$ cat src/design/long_timer_pkg.sv
package long_timer_pkg;

    // ****************************************************************
    // Register indices (byte address is four times the index)
    // ****************************************************************
    localparam logic [31:0] IDX_PERIOD_LOW  = 32'h0b0000d8;
    localparam logic [31:0] IDX_PERIOD_HIGH = 32'h0b0000da;
    localparam logic [31:0] IDX_COUNT_LOW   = 32'h0b0000dc;
    localparam logic [31:0] IDX_COUNT_HIGH  = 32'h0b0000de;
    localparam logic [31:0] IDX_CYCLE_LOW   = 32'h0b0001c0;
    localparam logic [31:0] IDX_CYCLE_HIGH  = 32'h0b0001c2;
    localparam logic [31:0] IDX_IRQ_STATUS  = 32'h0b0001de;

    // ****************************************************************
    // Field layout and values
    // ****************************************************************
    localparam int          PERIOD_W     = 24;
    localparam int          CYCLE_HIGH_W = 9;
    localparam int          IRQ_BIT      = 2;
    localparam logic [23:0] COUNT_ONE    = 24'h000001;
    localparam logic [1:0]  RESP_OKAY    = 2'h0;
    localparam logic [1:0]  RESP_SLVERR  = 2'h2;

    // ****************************************************************
    // Timing: software gap between period reprogrammings
    // ****************************************************************
    localparam int CLK_PERIOD_NS     = 50;
    localparam int REPROG_GAP_US     = 100;
    localparam int REPROG_GAP_CYCLES = (REPROG_GAP_US * 1000 + CLK_PERIOD_NS - 1) / CLK_PERIOD_NS;

    typedef enum logic [2:0] {
        SEL_NONE = 3'b000,
        SEL_PL   = 3'b001,
        SEL_PH   = 3'b010,
        SEL_CL   = 3'b011,
        SEL_CH   = 3'b100,
        SEL_YL   = 3'b101,
        SEL_YH   = 3'b110,
        SEL_IRQ  = 3'b111
    } reg_sel_t;

    typedef struct packed {
        logic [31:0] awaddr;
        logic        awvalid;
        logic [31:0] wdata;
        logic [3:0]  wstrb;
        logic        wvalid;
        logic        bready;
        logic [31:0] araddr;
        logic        arvalid;
        logic        rready;
    } axi_req_t;

    typedef struct packed {
        logic        awready;
        logic        wready;
        logic        bvalid;
        logic [1:0]  bresp;
        logic        arready;
        logic        rvalid;
        logic [31:0] rdata;
        logic [1:0]  rresp;
    } axi_rsp_t;

    typedef struct packed {
        logic [23:0] period;
        logic [23:0] count;
        logic [15:0] stage_low;
        logic [7:0]  stage_high;
        logic        got_low;
        logic        got_high;
        logic [15:0] cycle_low;
        logic [8:0]  cycle_high;
        logic        irq_flag;
        logic [2:0]  sync;
        logic        aw_held;
        logic [29:0] awidx;
        logic        w_held;
        logic [15:0] wdata;
        logic [1:0]  wstrb;
        axi_rsp_t    rsp;
    } state_t;

    localparam state_t STATE_RESET = '0;

endpackage : long_timer_pkg

$ cat src/design/long_period_countdown_timer.sv
`timescale 1ns/1ps
// Notes on behaviour
// 24-bit period split low and high halves
// Counter starts from period and counts down
// New period only after both halves written
// Software waits 100 us before reprogramming
// All-zero period stops counting and interrupts
// Software avoids period values one through four
// Counter decrements once per slow tick
// Interrupt raised on the tick that finds the counter at one
// At one, reload period and keep counting
// Live count readable as low/high registers
// Count read directly, no snapshot latch
// Software reads count twice, compares
// Unused upper bits read as zero
// Clock-unit reset clears; others keep timer
// Second cycle low register, every reset clears
// Interrupt flag bit two, write one clears
// Second cycle value 25 bits, high part
// Staged halves transfer once both written
module long_period_countdown_timer (
    // Clock, reset and enable
    input  wire logic                    clk,
    input  wire logic                    arst_n,
    input  wire logic                    ce,
    // Other resets of the unit, same clock domain
    input  wire logic                    warm_reset,
    // Slow tick clock from the 32.768 kHz domain
    input  wire logic                    rtc_clk_in,
    // Register bus
    input  wire long_timer_pkg::axi_req_t req,
    output long_timer_pkg::axi_rsp_t      rsp,
    // Status
    output logic                         long_timer_irq_flag
);
    import long_timer_pkg::*;

    // ****************************************************************
    // State and next state
    // ****************************************************************
    state_t s;
    state_t n;

    logic        tick;
    logic        load_now;
    logic        set_ev;
    logic        clr_ev;
    logic        wr_go;
    logic [23:0] stage;
    reg_sel_t    wsel;
    reg_sel_t    rsel;
    logic [15:0] rval;
    logic [15:0] yh_merged;

    function automatic reg_sel_t decode(input logic [29:0] idx);
        reg_sel_t r;
        if (idx == IDX_PERIOD_LOW[29:0]) begin
            r = SEL_PL;
        end else if (idx == IDX_PERIOD_HIGH[29:0]) begin
            r = SEL_PH;
        end else if (idx == IDX_COUNT_LOW[29:0]) begin
            r = SEL_CL;
        end else if (idx == IDX_COUNT_HIGH[29:0]) begin
            r = SEL_CH;
        end else if (idx == IDX_CYCLE_LOW[29:0]) begin
            r = SEL_YL;
        end else if (idx == IDX_CYCLE_HIGH[29:0]) begin
            r = SEL_YH;
        end else if (idx == IDX_IRQ_STATUS[29:0]) begin
            r = SEL_IRQ;
        end else begin
            r = SEL_NONE;
        end
        return r;
    endfunction : decode

    function automatic logic [15:0] merge(input logic [15:0] old, input logic [15:0] d, input logic [1:0] st);
        logic [15:0] r;
        r = old;
        if (st[0]) begin
            r[7:0] = d[7:0];
        end
        if (st[1]) begin
            r[15:8] = d[15:8];
        end
        return r;
    endfunction : merge

    // ****************************************************************
    // Derived signals
    // ****************************************************************
    // The second and third synchroniser stages feed the edge detector
    assign tick     = s.sync[1] & ~s.sync[2];
    assign stage    = {s.stage_high, s.stage_low};
    assign load_now = s.got_low & s.got_high;
    assign wr_go    = s.aw_held & s.w_held & ~s.rsp.bvalid;
    assign wsel     = decode(s.awidx);
    assign rsel     = decode(req.araddr[31:2]);
    assign set_ev   = ~load_now & (s.period != '0) & tick & (s.count == COUNT_ONE);
    assign clr_ev   = wr_go & (wsel == SEL_IRQ) & s.wstrb[0] & s.wdata[IRQ_BIT];
    assign yh_merged = merge({7'h00, s.cycle_high}, s.wdata, s.wstrb);

    // Count is returned as it stands; a read across a decrement may tear
    always_comb begin
        rval = 16'h0000;
        case (rsel)
            SEL_PL:  rval = s.stage_low;
            SEL_PH:  rval = {8'h00, s.stage_high};
            SEL_CL:  rval = s.count[15:0];
            SEL_CH:  rval = {8'h00, s.count[23:16]};
            SEL_YL:  rval = s.cycle_low;
            SEL_YH:  rval = {7'h00, s.cycle_high};
            SEL_IRQ: rval = {13'h0000, s.irq_flag, 2'h0};
            default: rval = 16'h0000;
        endcase
    end

    // ****************************************************************
    // Next-state logic
    // ****************************************************************
    always_comb begin
        n      = s;
        n.sync = {s.sync[1:0], rtc_clk_in};

        // Countdown
        if (load_now) begin
            n.period   = stage;
            n.count    = stage;
            n.got_low  = 1'b0;
            n.got_high = 1'b0;
        end else if (s.period == '0) begin
            n.count = '0;
        end else if (tick) begin
            if (s.count == COUNT_ONE) begin
                n.count = s.period;
            end else begin
                n.count = s.count - COUNT_ONE;
            end
        end

        // Set wins over a clear in the same cycle
        n.irq_flag = set_ev | (s.irq_flag & ~clr_ev);

        // Write address and data, taken in either order
        if (s.rsp.bvalid && req.bready) begin
            n.rsp.bvalid = 1'b0;
        end
        if (s.rsp.awready && req.awvalid) begin
            n.aw_held = 1'b1;
            n.awidx   = req.awaddr[31:2];
        end
        if (s.rsp.wready && req.wvalid) begin
            n.w_held = 1'b1;
            n.wdata  = req.wdata[15:0];
            n.wstrb  = req.wstrb[1:0];
        end
        if (wr_go) begin
            n.aw_held    = 1'b0;
            n.w_held     = 1'b0;
            n.rsp.bvalid = 1'b1;
            n.rsp.bresp  = (wsel == SEL_NONE) ? RESP_SLVERR : RESP_OKAY;
            if (s.wstrb != 2'h0) begin
                case (wsel)
                    SEL_PL: begin
                        n.stage_low = merge(s.stage_low, s.wdata, s.wstrb);
                        n.got_low   = 1'b1;
                    end
                    SEL_PH: begin
                        if (s.wstrb[0]) begin
                            n.stage_high = s.wdata[7:0];
                        end
                        n.got_high = 1'b1;
                    end
                    SEL_YL: begin
                        n.cycle_low = merge(s.cycle_low, s.wdata, s.wstrb);
                    end
                    SEL_YH: begin
                        n.cycle_high = yh_merged[8:0];
                    end
                    default: begin
                        n.cycle_low = n.cycle_low;
                    end
                endcase
            end
        end

        // Read channel
        if (s.rsp.rvalid && req.rready) begin
            n.rsp.rvalid = 1'b0;
        end
        if (s.rsp.arready && req.arvalid) begin
            n.rsp.rvalid = 1'b1;
            n.rsp.rdata  = {16'h0000, rval};
            n.rsp.rresp  = (rsel == SEL_NONE) ? RESP_SLVERR : RESP_OKAY;
        end

        // Period and count survive; the second timer does not
        if (warm_reset) begin
            n.cycle_low  = '0;
            n.cycle_high = '0;
        end

        n.rsp.awready = ~n.aw_held & ~n.rsp.bvalid;
        n.rsp.wready  = ~n.w_held & ~n.rsp.bvalid;
        n.rsp.arready = ~n.rsp.rvalid;
    end

    // ****************************************************************
    // State register
    // ****************************************************************
    // The asynchronous reset is the clock-unit reset and clears it all
    always_ff @(posedge clk or negedge arst_n) begin
        if (!arst_n) begin
            s <= STATE_RESET;
        end else if (ce) begin
            s <= n;
        end
    end

    assign rsp                 = s.rsp;
    assign long_timer_irq_flag = s.irq_flag;
endmodule : long_period_countdown_timer

$ cat config.mk
export PLATFORM = sky130hd
export DESIGN_NAME = long_period_countdown_timer
export DESIGN_NICKNAME = d
export VERILOG_FILES = /design/src/design/long_timer_pkg.sv /design/src/design/long_period_countdown_timer.sv
export SDC_FILE = /design/constraint.sdc
export NUM_CORES = 1
export LEC_CHECK = 0
export BUFFER_PORTS_ARGS = -buffer_cell sky130_fd_sc_hd__buf_2
export CAP_MARGIN = 20
export CORE_MARGIN = 5
export CORE_UTILIZATION = 45
export DETAILED_ROUTE_END_ITERATION = 12
export PLACE_DENSITY = 0.71
export SLEW_MARGIN = 20
export SYNTH_ARGS = -nofsm -noshare
export SYNTH_HDL_FRONTEND = slang
export SYNTH_SLANG_ARGS = --single-unit
$ cat constraint.sdc
create_clock -name clk -period 3.9 [get_ports clk]
set_input_delay 0 -clock clk [delete_from_list [all_inputs] [get_ports clk]]
set_output_delay 0 -clock clk [all_outputs]
set_load 0.005 [all_outputs]
==> impl_results.rst <==
.. list-table::
   :header-rows: 1

   * - Metric
     - Value
   * - Total of flip-flops plus latches after synthesis
     - about 180
   * - Final count of pins violating max slew
     - 0
   * - Min-Delay Path Class
     - primary input to flip-flop
   * - Area share of the largest cell type after synthesis
     - ~48%
   * - Clock Latency Late Sink
     - approximately 0.43 ns
   * - TritonCTS clock tree
     - done
   * - Number of sinks handled by clock tree synthesis
     - roughly 180
   * - Upper clock frequency limit
     - ~370 MHz
   * - Initial core utilization
     - between 40 and 50%
   * - Compound-Gate Fraction of Synth Area
     - about an eighth
   * - Cell at the slowest stage of the critical path
     - and3_1
   * - Drt initial violations
     - 562
   * - Top_reg_cell synth
     - dfrtp_1
   * - Floorplan die area
     - roughly 0.023 mm^2
   * - Largest net degree at the start of global routing
     - 103
   * - # rows
     - 52
   * - Most common library cell in the layout ignoring fill and taps
     - dfrtp_1
   * - Number of buffers added on ports
     - around 110
   * - Data arrival at the endpoint of the critical path
     - roughly 3 ns
   * - Post-synth EDFFs
     - 0
   * - Mapped Avg Cell Area
     - around 11 um^2
   * - Combinational fraction of design power
     - roughly a fifth
   * - Final HPWL DP
     - roughly 16000 um
   * - Clock transition at the registers of the reported paths
     - about 0.070 ns
   * - Share of synthesized area spent on multiplexers
     - 16.55%
   * - CP max FO
     - 8
   * - Post-route insts no fill
     - around 1200
   * - Aggregate global routing overflow
     - 0
   * - Reg power frac
     - between 40 and 50%
   * - Routability congestion estimate from global placement
     - around 0.9
   * - Layout cells sized above 1
     - approximately 31%
   * - Total Neg Setup Slack
     - 0 ns
   * - Number of nets with antenna violations after routing
     - 0
   * - Vias per Instance
     - roughly 5.6
   * - MaxCap Viol Count
     - 0
   * - Area of the mapped netlist
     - 0.009193 mm^2
   * - Area of the core
     - just over 0.02 mm^2
   * - Switching Fraction
     - between 20% and 30%
   * - Inst Count DP
     - 1152
   * - Number of primary I/O pins
     - between 150 and 200
   * - Worst slew margin relative to its limit
     - 32.57%
   * - Clock buffer count from CTS
     - 17
   * - Final-layout fill cell count
     - between 1500 and 2000
   * - Max Buffers Root-to-Sink
     - 2
   * - XOR/XNOR share of the synthesized area
     - about 1.3%
   * - DRC violation count after routing
     - 0
   * - 1st-pass router iterations
     - 7
   * - Final hold violation count
     - 0
   * - Synthesized-area fraction occupied by and/or/nand/nor cells
     - between 10 and 15%
   * - Post-synthesis share of cell area spent on full adders, half adders and majority gates
     - less than 1%
   * - Final core utilization
     - 53.88%
   * - Average wire per cell in the routed design
     - 18.21 um
   * - Clock network fraction of design power
     - roughly a third
   * - # H-tree levels
     - 4
   * - Number of antenna violations at the first check in global routing
     - 0
   * - Number of warnings issued by yosys
     - 0
   * - Result of the run
     - complete, no violations
   * - Internal power summed over all cells
     - about 3.9 mW
   * - Sequence of cells on the critical path
     - nor4bb_1 > nand4_1 > or2_0 > nor4_4 > and3_1 > mux2_2
   * - Area growth from synthesis to layout
     - 18.21%
   * - Minimum period implied by the final worst setup slack
     - about 2.7 ns
   * - Cell Pwr Density
     - 516.6 mW/mm^2
   * - Largest delay contributor family on the critical path
     - simple AND/OR/NAND/NOR gates
   * - Slew at the pin closest to its max-slew limit
     - around 1.0 ns
   * - Vias in the first global route
     - around 7000
   * - Net switching power of the design
     - 1.684 mW
   * - Cells after synthesis
     - 826
   * - Total Routing Usage GR
     - slightly below 20%
   * - RSZ-0062 raised after global routing
     - false
   * - Buffers inserted during post-CTS setup optimization
     - 0
   * - Total Routed Length
     - 22520 um
   * - Global-route wire length before repair
     - roughly 37000 um
   * - Buf/Inv on CP
     - 0
   * - Die Span Y
     - 152.9 um
   * - Clock Root Buffer
     - clkbuf_16
   * - Synth area leader
     - dfrtp_1
   * - Number of resized instances in the post-cts repair step
     - 0
   * - Sequential cell area fraction in the yosys report
     - about 48%
   * - Static leakage power
     - between 4 and 5 nW
   * - Data required time of the critical path
     - 4.21 ns
   * - Final clock skew
     - 0.01094 ns
   * - Peak ir drop on the vdd network
     - between 300 and 400 uV
   * - ANT cells
     - 0
   * - Endpoints failing setup
     - 0
   * - Dominant combinational cell family by area after synthesis
     - multiplexers
   * - Commonest cells after routing, fill and taps aside
     - 176 x dfrtp_1, 117 x mux2_2, 110 x buf_2
   * - Number of distinct library cells after synthesis
     - 76
   * - Final net count
     - roughly 1100
   * - Final period util
     - just under 70%
   * - Startpoint Class
     - flip-flop
   * - Horizontal die dimension
     - between 150 and 200 um
   * - Crit Path Category
     - flip-flop to flip-flop
   * - Hold-fix buffer count after cts
     - 53
   * - Slowest Stage Delay on Critical Path
     - ~0.46 ns
   * - Ranking of synthesized cells by area
     - dfrtp_1 48%, mux2_2 14%, buf_4 3.6%, nand2_1 2.7%, a21oi_1 2.3%
   * - Total number of vias
     - roughly 7000
   * - Overall power after layout
     - around 5.6 mW
   * - Share of flip-flops with an asynchronous set or reset after synthesis
     - between 90% and 100%
   * - Worst setup EP type
     - flip-flop
flip-flops by register name, summed over array words and instances (netlist names):
register,cells
rsp,23
long_timer_irq_flag,1
s,150
n,2
final timing paths:
path / from / endpoint / slack [ns] / depth (start not counted)
worst min register to register: rsp[2]$_DFFE_PN0P_ / rsp[2]$_DFFE_PN0P_ / 0.48 / 1
worst min-delay path: req[72] / rsp[40]$_DFFE_PN0P_ / 0.02 / 3
max in group asynchronous: arst_n / s[49]$_DFFE_PN0P_ / 2.72 / 3
worst max-delay path: s[82]$_DFFE_PN0P_ / s[130]$_DFFE_PN0P_ / 1.22 / 6
min in group asynchronous: arst_n / s[71]$_DFFE_PN0P_ / 0.23 / 2
worst max register to register: s[82]$_DFFE_PN0P_ / s[130]$_DFFE_PN0P_ / 1.22 / 6
through the flow:
| stage | cell area, um^2 | worst slack, ns | hold slack, ns |
|---|---|---|---|
| 3_3_place_gp | 9704 | 1.321 | 0.1840 |
| 3_5_place_dp | 9704 | 1.182 | 0.1839 |
| 6_report | 10870 | 1.216 | 0.01625 |
| 2_1_floorplan | 9256 | 1.801 | -0.2956 |
| 5_1_grt | 10870 | 1.028 | 0.02381 |
| 4_1_cts | 10870 | 1.151 | 0.001264 |
worst reg2reg max path: cells and delay by family (launching register included):
kind | cells | cell delay, ns
multiplexers | 1 | 0.40
AND/OR/NAND/NOR | 5 | 1.80
flip-flops | 1 | 0.37
metal layers:
layer	global-route usage [%]	share of wire, %
met5	0	0
met4	5.897	1.7
met3	5.400	8.6
met2	30.96	46
met1	26.30	43
power groups by stage:
stage | Sequential (mW) | Combinational, mW | Clock (mW)
CTS | 2.68 | 1.11 | 1.85
detailed placement | 2.71 | 1.06 | 0
finish | 2.69 | 1.10 | 1.82
global route | 2.76 | 1.24 | 1.93
floorplan | 2.53 | 0.932 | 0
global placement | 2.69 | 1.03 | 0
final cells by class:
| type | instances | area, um^2 | area share (%) |
|---|---|---|---|
| Timing Repair Buffer | 171 | 1157 | 10.65 |
| Inverter | 25 | 93.84 | 0.8636 |
| Clock buffer | 17 | 425.4 | 3.915 |
| Multi-Input combinational cell | 563 | 4242 | 39.03 |
| Tap cell | 270 | 337.8 | 3.109 |
| Sequential cell | 176 | 4404 | 40.53 |
| Clock inverter | 15 | 206.4 | 1.900 |
cells by family after synthesis:
family          count (synthesis)
compound gates                168
xor+xnor                       14
fa+ha+maj                       2
buf+inv                       104
flops                         176
mux                           137
other cells                     1
simple gates                  224
cells in the mapped netlist (7+ instances only):
cell	n
dfrtp_1	176
mux2_2	117
nand2_1	66
buf_4	44
a21oi_1	42
nor2_1	31
a22oi_1	27
inv_1	25
o21ai_0	21
clkbuf_1	19
nor4_1	19
mux2i_1	17
nand3_1	17
nor3_1	14
o211ai_1	13
a31oi_1	10
a22o_1	9
a21o_1	8
and3_1	8
nand4_1	8
or3_1	8
xor2_1	8
o21a_1	7
Power figures use the tool's default switching activity.
